File: src/core_power_retention_map.svh
`ifndef CORE_POWER_RETENTION_MAP_SVH
`define CORE_POWER_RETENTION_MAP_SVH
`define VU_DELAY_HI 12
`define VU_DELAY_LO 10
`define EW_DELAY_HI 9
`define EW_DELAY_LO 7
`define IW_DELAY_HI 6
`define IW_DELAY_LO 4
`define PWRDN_REQ_BIT 0
`define CTRL_RESET_VALUE 13'h0000
`define TRAP_CLASS 6'h18
`define TICKS_CODE1 10'h002
`define TICKS_CODE2 10'h008
`define TICKS_CODE3 10'h020
`define TICKS_CODE4 10'h040
`define TICKS_CODE5 10'h080
`define TICKS_CODE6 10'h100
`define TICKS_CODE7 10'h200
`endif

File: src/core_power_retention_pkg.sv
package core_power_retention_pkg;
  typedef enum logic [1:0] {
    EL_0 = 2'h0,
    EL_1 = 2'h1,
    EL_2 = 2'h2,
    EL_3 = 2'h3
  } exc_level_type;
  typedef enum logic [3:0] {
    RESULT_OK = 4'h1,
    RESULT_UNDEF = 4'h2,
    RESULT_TRAP_EL2 = 4'h4,
    RESULT_TRAP_EL3 = 4'h8
  } access_result_type;
endpackage : core_power_retention_pkg

File: src/core_power_retention_control.sv
`timescale 1ns/1ps
`default_nettype none
`include "core_power_retention_map.svh"
module core_power_retention_control (
  // clock and reset
  input wire logic CLK_IN,
  input wire logic RESET_IN,
  // system register access
  input wire logic ACCESS_VALID_IN,
  input wire logic ACCESS_WRITE_IN,
  input wire core_power_retention_pkg::exc_level_type ACCESS_LEVEL_IN,
  input wire logic [63:0] WRITE_DATA_IN,
  output logic ACCESS_DONE_OUT,
  output logic [63:0] READ_DATA_OUT,
  output logic ACCESS_UNDEF_OUT,
  output logic ACCESS_TRAP_EL2_OUT,
  output logic ACCESS_TRAP_EL3_OUT,
  output logic [5:0] TRAP_CLASS_OUT,
  // access gating state
  input wire logic LEVEL2_ENABLED_IN,
  input wire logic IMPDEF_REGISTER_TRAP_IN,
  input wire logic CORE_HALTED_IN,
  input wire logic SECURE_DEBUG_DISABLE_IN,
  input wire logic LEVEL2_POWER_WRITE_ENABLE_IN,
  input wire logic LEVEL3_POWER_WRITE_ENABLE_IN,
  // core state and system counter
  input wire logic SYSTEM_COUNTER_TICK_IN,
  input wire logic VECTOR_UNIT_IDLE_IN,
  input wire logic WAIT_FOR_EVENT_STATE_IN,
  input wire logic WAIT_FOR_INTERRUPT_STATE_IN,
  // power controls
  output logic VECTOR_UNIT_POWERDOWN_OUT,
  output logic RETENTION_ENTRY_OUT,
  output logic CORE_POWERDOWN_REQUEST_OUT
);
  import core_power_retention_pkg::*;

  logic [12:0] ctrl_q;
  logic [12:0] ctrl_d;
  logic done_q;
  logic done_d;
  logic [63:0] rdata_q;
  logic [63:0] rdata_d;
  logic undef_q;
  logic undef_d;
  logic trap2_q;
  logic trap2_d;
  logic trap3_q;
  logic trap3_d;
  access_result_type result;
  logic halted_sdd;
  logic vu_expired;
  logic ew_expired;
  logic iw_expired;

  // outcome of one access; level0 first, then per-level trap order
  always_comb begin
    halted_sdd = CORE_HALTED_IN && SECURE_DEBUG_DISABLE_IN;
    result = RESULT_OK;
    case (ACCESS_LEVEL_IN)
      EL_0: begin
        result = RESULT_UNDEF;
      end
      EL_1: begin
        if (LEVEL2_ENABLED_IN && IMPDEF_REGISTER_TRAP_IN) begin
          result = RESULT_TRAP_EL2;
        end else if (!ACCESS_WRITE_IN) begin
          result = RESULT_OK;
        end else if (halted_sdd && !LEVEL3_POWER_WRITE_ENABLE_IN) begin
          result = RESULT_UNDEF;
        end else if (LEVEL2_ENABLED_IN && !LEVEL2_POWER_WRITE_ENABLE_IN) begin
          result = RESULT_TRAP_EL2;
        end else if (!LEVEL3_POWER_WRITE_ENABLE_IN) begin
          result = RESULT_TRAP_EL3;
        end
      end
      EL_2: begin
        if (!ACCESS_WRITE_IN) begin
          result = RESULT_OK;
        end else if (!LEVEL3_POWER_WRITE_ENABLE_IN) begin
          result = halted_sdd ? RESULT_UNDEF : RESULT_TRAP_EL3;
        end
      end
      EL_3: begin
        result = RESULT_OK;
      end
      default: begin
        result = RESULT_UNDEF;
      end
    endcase
  end

  always_comb begin
    ctrl_d = ctrl_q;
    done_d = ACCESS_VALID_IN;
    rdata_d = rdata_q;
    undef_d = 1'b0;
    trap2_d = 1'b0;
    trap3_d = 1'b0;
    if (ACCESS_VALID_IN) begin
      undef_d = (result == RESULT_UNDEF);
      trap2_d = (result == RESULT_TRAP_EL2);
      trap3_d = (result == RESULT_TRAP_EL3);
      if (result == RESULT_OK && ACCESS_WRITE_IN) begin
        ctrl_d = {WRITE_DATA_IN[`VU_DELAY_HI:`IW_DELAY_LO], 3'h0,
                  WRITE_DATA_IN[`PWRDN_REQ_BIT]};
      end
      // a refused read leaves the old data; software sees only the fault
      if (result == RESULT_OK && !ACCESS_WRITE_IN) begin
        rdata_d = {51'h0, ctrl_q};
      end
    end
  end

  always_ff @(posedge CLK_IN or posedge RESET_IN) begin
    if (RESET_IN) begin
      ctrl_q <= `CTRL_RESET_VALUE;
      done_q <= 1'b0;
      rdata_q <= 64'h0;
      undef_q <= 1'b0;
      trap2_q <= 1'b0;
      trap3_q <= 1'b0;
    end else begin
      ctrl_q <= ctrl_d;
      done_q <= done_d;
      rdata_q <= rdata_d;
      undef_q <= undef_d;
      trap2_q <= trap2_d;
      trap3_q <= trap3_d;
    end
  end

  tick_delay_timer vu_timer (
    .clk_in(CLK_IN),
    .reset_in(RESET_IN),
    .code_in(ctrl_q[`VU_DELAY_HI:`VU_DELAY_LO]),
    .active_in(VECTOR_UNIT_IDLE_IN),
    .tick_in(SYSTEM_COUNTER_TICK_IN),
    .expired_out(vu_expired)
  );

  tick_delay_timer ew_timer (
    .clk_in(CLK_IN),
    .reset_in(RESET_IN),
    .code_in(ctrl_q[`EW_DELAY_HI:`EW_DELAY_LO]),
    .active_in(WAIT_FOR_EVENT_STATE_IN),
    .tick_in(SYSTEM_COUNTER_TICK_IN),
    .expired_out(ew_expired)
  );

  tick_delay_timer iw_timer (
    .clk_in(CLK_IN),
    .reset_in(RESET_IN),
    .code_in(ctrl_q[`IW_DELAY_HI:`IW_DELAY_LO]),
    .active_in(WAIT_FOR_INTERRUPT_STATE_IN),
    .tick_in(SYSTEM_COUNTER_TICK_IN),
    .expired_out(iw_expired)
  );

  assign ACCESS_DONE_OUT = done_q;
  assign READ_DATA_OUT = rdata_q;
  assign ACCESS_UNDEF_OUT = undef_q;
  assign ACCESS_TRAP_EL2_OUT = trap2_q;
  assign ACCESS_TRAP_EL3_OUT = trap3_q;
  assign TRAP_CLASS_OUT = (trap2_q || trap3_q) ? `TRAP_CLASS : 6'h00;
  assign VECTOR_UNIT_POWERDOWN_OUT = vu_expired;
  assign RETENTION_ENTRY_OUT = ew_expired || iw_expired;
  assign CORE_POWERDOWN_REQUEST_OUT = ctrl_q[`PWRDN_REQ_BIT];

  AST_LEVEL0_UNDEF: assert property (@(posedge CLK_IN) disable iff (RESET_IN)
    ACCESS_VALID_IN && ACCESS_LEVEL_IN == EL_0 |=> ACCESS_UNDEF_OUT && $stable(ctrl_q))
    else $error("level0 access not undefined");
  AST_LEVEL3_WRITES: assert property (@(posedge CLK_IN) disable iff (RESET_IN)
    ACCESS_VALID_IN && ACCESS_WRITE_IN && ACCESS_LEVEL_IN == EL_3
    |=> ctrl_q[`PWRDN_REQ_BIT] == $past(WRITE_DATA_IN[`PWRDN_REQ_BIT]) && !ACCESS_UNDEF_OUT)
    else $error("level3 write lost");
  AST_EL1_READ_TRAP: assert property (@(posedge CLK_IN) disable iff (RESET_IN)
    ACCESS_VALID_IN && !ACCESS_WRITE_IN && ACCESS_LEVEL_IN == EL_1 && LEVEL2_ENABLED_IN
    && IMPDEF_REGISTER_TRAP_IN |=> ACCESS_TRAP_EL2_OUT && TRAP_CLASS_OUT == `TRAP_CLASS)
    else $error("level1 read not trapped");
  AST_EL1_WRITE_L2: assert property (@(posedge CLK_IN) disable iff (RESET_IN)
    ACCESS_VALID_IN && ACCESS_WRITE_IN && ACCESS_LEVEL_IN == EL_1 && LEVEL2_ENABLED_IN
    && !IMPDEF_REGISTER_TRAP_IN && !CORE_HALTED_IN && !LEVEL2_POWER_WRITE_ENABLE_IN
    |=> ACCESS_TRAP_EL2_OUT && $stable(ctrl_q))
    else $error("level1 write not trapped to level2");
  AST_EL2_WRITE_L3: assert property (@(posedge CLK_IN) disable iff (RESET_IN)
    ACCESS_VALID_IN && ACCESS_WRITE_IN && ACCESS_LEVEL_IN == EL_2
    && !LEVEL3_POWER_WRITE_ENABLE_IN && !CORE_HALTED_IN |=> ACCESS_TRAP_EL3_OUT)
    else $error("level2 write not trapped to level3");
  AST_RESERVED_ZERO: assert property (@(posedge CLK_IN) disable iff (RESET_IN)
    ACCESS_DONE_OUT |-> READ_DATA_OUT[63:13] == 51'h0 && READ_DATA_OUT[3:1] == 3'h0)
    else $error("reserved bits nonzero");
  AST_RET_DISABLED: assert property (@(posedge CLK_IN) disable iff (RESET_IN)
    ctrl_q[`EW_DELAY_HI:`EW_DELAY_LO] == 3'h0 && ctrl_q[`IW_DELAY_HI:`IW_DELAY_LO] == 3'h0
    && $past(ctrl_q[9:4]) == 6'h0 |-> !RETENTION_ENTRY_OUT)
    else $error("retention with delays disabled");
  AST_VU_DISABLED: assert property (@(posedge CLK_IN) disable iff (RESET_IN)
    ctrl_q[`VU_DELAY_HI:`VU_DELAY_LO] == 3'h0 && $past(ctrl_q[12:10]) == 3'h0
    |-> !VECTOR_UNIT_POWERDOWN_OUT)
    else $error("vector unit powered down while disabled");
  // interrupt wait with the shortest delay and event-wait retention off
  logic iw_two_tick_mode;
  assign iw_two_tick_mode = ctrl_q[`IW_DELAY_HI:`IW_DELAY_LO] == 3'h1
    && ctrl_q[`EW_DELAY_HI:`EW_DELAY_LO] == 3'h0 && WAIT_FOR_INTERRUPT_STATE_IN;
  // ticks arrive sparsely, so the second tick follows three quiet cycles
  AST_IW_TWO_TICKS: assert property (@(posedge CLK_IN) disable iff (RESET_IN)
    iw_two_tick_mode && SYSTEM_COUNTER_TICK_IN && !RETENTION_ENTRY_OUT
    ##1 (iw_two_tick_mode && !SYSTEM_COUNTER_TICK_IN)[*3]
    ##1 (iw_two_tick_mode && SYSTEM_COUNTER_TICK_IN)
    |=> RETENTION_ENTRY_OUT)
    else $error("two-tick retention missed");
  AST_PWRDN_REQ: assert property (@(posedge CLK_IN) disable iff (RESET_IN)
    $changed(CORE_POWERDOWN_REQUEST_OUT) |-> $past(ACCESS_VALID_IN && ACCESS_WRITE_IN)
    && ACCESS_DONE_OUT && !ACCESS_UNDEF_OUT && !ACCESS_TRAP_EL2_OUT && !ACCESS_TRAP_EL3_OUT)
    else $error("powerdown request moved without a write");

  COV_EL3_WRITE: cover property (@(posedge CLK_IN) disable iff (RESET_IN)
    ACCESS_VALID_IN && ACCESS_WRITE_IN && ACCESS_LEVEL_IN == EL_3);
  COV_TRAP3: cover property (@(posedge CLK_IN) disable iff (RESET_IN) ACCESS_TRAP_EL3_OUT);
  COV_RETENTION: cover property (@(posedge CLK_IN) disable iff (RESET_IN) RETENTION_ENTRY_OUT);
  COV_VU_DOWN: cover property (@(posedge CLK_IN) disable iff (RESET_IN)
    VECTOR_UNIT_POWERDOWN_OUT);
endmodule : core_power_retention_control
`default_nettype wire

File: src/tick_delay_timer.sv
`timescale 1ns/1ps
`default_nettype none
`include "core_power_retention_map.svh"
module tick_delay_timer (
  input wire logic clk_in,
  input wire logic reset_in,
  input wire logic [2:0] code_in,
  input wire logic active_in,
  input wire logic tick_in,
  output logic expired_out
);
  logic [9:0] count_q;
  logic [9:0] count_d;
  logic expired_q;
  logic expired_d;
  logic [9:0] target;

  function automatic logic [9:0] ticks_for(input logic [2:0] code);
    case (code)
      3'h1: ticks_for = `TICKS_CODE1;
      3'h2: ticks_for = `TICKS_CODE2;
      3'h3: ticks_for = `TICKS_CODE3;
      3'h4: ticks_for = `TICKS_CODE4;
      3'h5: ticks_for = `TICKS_CODE5;
      3'h6: ticks_for = `TICKS_CODE6;
      3'h7: ticks_for = `TICKS_CODE7;
      default: ticks_for = 10'h000;
    endcase
  endfunction : ticks_for

  always_comb begin
    target = ticks_for(code_in);
    count_d = count_q;
    expired_d = expired_q;
    // code zero disables, leaving the state live forever
    if (!active_in || code_in == 3'h0) begin
      count_d = 10'h000;
      expired_d = 1'b0;
    end else if (tick_in && !expired_q) begin
      count_d = count_q + 10'h001;
      if (count_q + 10'h001 >= target) begin
        expired_d = 1'b1;
      end
    end
  end

  always_ff @(posedge clk_in or posedge reset_in) begin
    if (reset_in) begin
      count_q <= 10'h000;
      expired_q <= 1'b0;
    end else begin
      count_q <= count_d;
      expired_q <= expired_d;
    end
  end

  assign expired_out = expired_q;
endmodule : tick_delay_timer
`default_nettype wire
File: config.mk
export PLATFORM = sky130hd
export DESIGN_NAME = core_power_retention_control
export DESIGN_NICKNAME = d
export VERILOG_FILES = /design/src/core_power_retention_pkg.sv /design/src/core_power_retention_control.sv /design/src/tick_delay_timer.sv
export VERILOG_INCLUDE_DIRS = /design/src
export SDC_FILE = /design/constraint.sdc
export NUM_CORES = 1
export LEC_CHECK = 0
export BUFFER_PORTS_ARGS = -buffer_cell sky130_fd_sc_hd__buf_4
export CORE_MARGIN = 3
export CORE_UTILIZATION = 25
export CTS_BUF_LIST = sky130_fd_sc_hd__clkbuf_16
export DETAILED_ROUTE_END_ITERATION = 10
export PLACE_DENSITY = 0.46
export SLEW_MARGIN = 10
export SYNTH_ARGS = -nofsm -noshare
export SYNTH_HDL_FRONTEND = slang
export SYNTH_SLANG_ARGS = --single-unit
File: constraint.sdc
create_clock -name CLK_IN -period 2.9 [get_ports CLK_IN]
set_input_delay 0.29 -clock CLK_IN [delete_from_list [all_inputs] [get_ports CLK_IN]]
set_output_delay 0.29 -clock CLK_IN [all_outputs]
set_load 0.02 [all_outputs]
# After elaboration in Yosys (flattened, before gate mapping)
# Index checks and enable logic that the tools add are counted.
# word_totals
ff_bits	57
mem_bits_rw	0
mem_count	0
inputBits	80
wordCells	115
out_inout_bits	77
mem_bits_ro	0
latchBits	0
# classes
eq_ne	28
order_cmp	3
mux	31
add_sub_neg	3
n_reduce_logical	38
mul	0
bitwise	0
div	0
shift	0
# ops
operator	count
10-bit case mux with 7 select lines	3
10-bit two-way mux	6
3-bit == test (second input constant)	12
4-bit two-way mux	8
10-bit by 1-bit adder with 10-bit output (second input constant)	3
10-bit greater-or-equal comparator	3
3-bit by 2-bit == test with 1-bit output (second input constant)	6
4-bit case mux with 4 select lines	1
1-bit two-way mux	12
2-bit nonzero test	6
2-bit AND reduction	5
3-bit by 1-bit == test with 1-bit output (second input constant)	3
1-bit logical AND	9
1-bit logical NOT	9
3-bit logical NOT	3
1-bit logical OR	5
5-bit two-way mux	1
2-bit == test (second input constant)	2
4-bit by 1-bit == test with 1-bit output (second input constant)	1
4-bit by 2-bit == test with 1-bit output (second input constant)	1
4-bit by 3-bit == test with 1-bit output (second input constant)	1
4-bit == test (second input constant)	1
2-bit by 1-bit == test with 1-bit output (second input constant)	1
2-bit logical NOT	1

# Depth between registers and ports, before layout
# logic_depth
depth_word	10
ltp_mapped	10
ltp_nobuf	9

# Cells and area by module
# A second synthesis with hierarchy kept.
# hier_totals
cells_unflattened	414
area_unflattened_um2	4002.6
# by_module_without_submodules
module	seq_area_each_um2	area_each_um2	instances	cells_each
tick_delay_timer	275.3	852.1	3	94
core_power_retention_control	600.6	1446.4	1	132

# Worst setup path after synthesis
# Ideal clock, no wire load.
# synth_path
path_kind	register to register
start	register ew_timer.count_q[0]
end	register ew_timer.expired_q (netlist: ew_timer.expired_out)
arrival_time_ps	2078
n_path_buf	0
required_ps	2762
setup_time_ps	138
path_slack_ps	684
synth_period_minus_slack_ps	2216
path_stages_with_launch	10
cell_sequence	dfrtp_1 -> ha_1 -> nand3_1 -> nor3_1 -> xor2_1 -> ha_1 -> and4_1 -> a211o_1 -> a21oi_1 -> a211oi_1
# synth_via
elab_chain_len	4
# synth_lines
item	line_no	text
start, declared	tick_delay_timer.sv:12	logic [9:0] count_q;
start signal, assigned	tick_delay_timer.sv:52	count_q <= count_d;
10-bit by 1-bit adder with 10-bit output	tick_delay_timer.sv:41	if (count_q + 10'h001 >= target) begin
10-bit greater-or-equal comparator	tick_delay_timer.sv:41	
2-bit nonzero test (no source line)	n/a	
2-bit AND reduction (no source line)	n/a	
end signal, assigned	tick_delay_timer.sv:53	expired_q <= expired_d;
end, declared	tick_delay_timer.sv:14	logic expired_q;
# Every way passes these cells.
# A chain may end at the register's enable or synchronous reset.

# Worst setup path in the final report
# Ends and elaborated chain as after synthesis.

==> run metrics <==
status=finished clean; predominant post-synthesis flop cell=dfrtp_1; Yosys warning total=0; Worst Path Required=3.09 ns; area grow syn2layout=16.58%; Top Layer Used=met4; die height=133.1 um; WHS=0.1023 ns; Final HPWL DP=between 6000 and 7000 um; Avg WL per Cell=12.41 um; Root Buffer=clkbuf_16; die area=0.01771 mm2; # DRC=0; CP most frequent cell=ha_1; P_leak=2.200 nW; max-slew violation count=0; MaxCap Viol Count=0; Worst slew margin=0.6403; I/O Buffers=44; first-pass GRT wire length=between 10000 and 15000 um; vias in the first global route=2747; Synth top area share=0.3533; CTS tree=built; Crit Path Category=flop to flop; Max VDD drop=437.9 uV; crit-path max FO=4; min-delay worst type=primary input to flop; grt ovf=0; CTS Buf Count=9; DR iter-0 viols=roughly 130; Mapped Avg Cell Area=9.478 um2; Worst Path Arrival=2.60 ns; Horiz. Die Dim=133.1 um; Via density=around 4.2; final setup violating endpoints=0; Final period util=0.8298; commonest non-fill, non-tap cell in the layout=conb_1; Antenna Nets Post-Route=0; first-pass iteration count of the detailed router=4; Worst Clk Skew=0.006408 ns; IO Count=157; largest area contributor in the synthesized netlist=dfrtp_1; Vias=a little under 3000; Multi-input gate area=0.002267 mm2; Critical path buffers and inverters=0; Cell Rows=45; starting density of the core=0.2608; Num Clock Sinks=57; commonest non-fill, non-tap cells in the layout=58 x conb_1, 57 x dfrtp_1, 53 x buf_4, 38 x nor2_1, 29 x nand2_1; CP Launch Type=flop; core area=0.01548 mm2; Largest delay share family, worst path=simple AND/OR/NAND/NOR gates; CTS clk-pin slew, worst paths=0.05 ns; Synth async-reset ratio=1.000; Sequential Area=0.001426 mm2; largest net degree at the start of global routing=37; fillers=roughly 1600; GPL Wtd Cong=0.7918; antenna violations before repair=0; ANT cells=0; H-Tree Level Count=3; final setup TNS=0 ns; crit end category=flop; maximum achievable frequency=415.6 MHz; CP cell instances=ha_1 -> nand3_1 -> nor3_1 -> xor2_1 -> ha_1 -> and4_1 -> a211o_1 -> a21oi_1 -> a211oi_1; total track usage=0.09915; fin crit period=about 2.4 ns; pwr/cell area=about 630 mW/mm2; final wirelength=~8500 um; Seq cells post-synth=57; EDFF count, synth=0; layout cells sized above 1=0.2059; unrepaired setup endpoints after global routing=false; wire length on met2=3642 um; met3 wire length=~470 um; Clock Path Buffers=2; final hold vios=0; Net count, final=576; register area share after synthesis=0.3533; Clock Latency Late Sink=0.33 ns; Synth area leaders=dfrtp_1 35%, buf_4 11%, ha_1 7.4%; Synth cell types=48; Worst-Margin Slew=0.5396 ns; slowest CP cell=dfrtp_1; Synth Instances=roughly 430; synthesized cell area=0.004038 mm2; DRT met1 WL=4296 um; critical path's largest stage delay=0.40 ns
-- worst paths after layout --
kind / endpoint / depth (start not counted) / slack, ns / startpoint
max: ew_timer.expired_out / 9 / 0.49 / ew_timer.count_q[0]
min reg2reg: READ_DATA_OUT[0] / 1 / 0.51 / READ_DATA_OUT[0]
min: ACCESS_DONE_OUT / 1 / 0.10 / ACCESS_VALID_IN
max reg2reg: ew_timer.expired_out / 9 / 0.49 / ew_timer.count_q[0]
max in group asynchronous: iw_timer.count_q[9] / 4 / 1.51 / RESET_IN
min in group asynchronous: ACCESS_DONE_OUT / 3 / 0.53 / RESET_IN
-- power by group --
part	leakage, nW	total, mW	switching (mW)	internal [mW]
Sequential	0.748	1.07	0.151	0.920
Combinational	1.30	0.807	0.444	0.363
Clock	0.149	1.09	0.357	0.733
Total	2.20	2.97	0.952	2.02
-- metrics by stage --
| step | power [mW] | instance area (um2) | utilization | worst slack [ns] | cells |
|---|---|---|---|---|---|
| finish | 2.968 | 4707 | 0.3040 | 0.4937 | 687 |
| global route | 3.167 | 4707 | 0.3040 | 0.3361 | 687 |
| CTS | 3.025 | 4707 | 0.3040 | 0.4943 | 687 |
| detailed placement | 1.899 | 4397 | 0.2840 | 0.5137 | 671 |
| global placement | 1.887 | 4397 | 0.2840 | 0.5473 | 671 |
| floorplan | 1.668 | 4252 | - | 0.6835 | 483 |
-- Yosys cell counts, types with 4 or more instances --
cell type and n:
a211oi_1 4, a21o_1 5, a21oi_1 14, a31oi_1 4, and2_1 4, and4_1 4, buf_4 59, clkbuf_1 14
dfrtp_1 57, ha_1 24, inv_1 11, mux2_2 18, nand2_1 29, nand2b_1 5, nand3_1 17, nand3b_1 9
nor2_1 38, nor3_1 9, o21ai_0 7, or3_1 6, or3b_2 4, xnor2_1 25, xor2_1 18
-- worst reg2reg max path, stage by stage, from the launching register on --
cell	delay (ns)
dfrtp_1	0.40
ha_1	0.23
nand3_1	0.14
nor3_1	0.25
xor2_1	0.20
ha_1	0.26
and4_1	0.23
a211o_1	0.29
a21oi_1	0.16
a211oi_1	0.09
-- timing repair --
item / in CTS / in global routing
hold endpoints to repair: 21 / 0
resized for setup: 0 / 0
buffers inserted: 0 / 0
hold buffers: 1 / 0
-- logic make-up (layout without fill, tap and decap cells) --
logic type                 count (synthesis)  after routing  share of synthesized area
AOI/OAI and AO/OA                         52             52                    0.09700
xor gates and xnor gates                  43             43                    0.09328
adders and majority gates                 24             24                    0.07437
buffers and inverters                     87             80                     0.1382
DFF                                       57             57                     0.3533
muxes                                     21             21                    0.06012
other                                      1             58                  0.0009288
and+or+nand+nor                          141            141                     0.1828
-- flip-flops by register name, indices dropped and copies added (netlist names), 10 cells and up --
name	count
ctrl_q	10
iw_timer.count_q	10
vu_timer.count_q	10
READ_DATA_OUT	10
ew_timer.count_q	10
-- per-layer routing --
layer,up-vias,global-route usage
met3,9,0.03156
li1,1445,-
met5,-,0
met4,0,0.03811
met1,1356,0.1389
met2,81,0.1414
-- cell type report --
type | count | share of cell area
multi-input cells | 339 | 0.4817
inverters | 11 | 0.008772
well taps | 211 | 0.05609
clock buffers | 9 | 0.04785
flip-flops and latches | 57 | 0.3030
clock inverters | 6 | 0.01595
repair buffers | 54 | 0.08666
No activity file was read; power rests on OpenSTA's default activity.
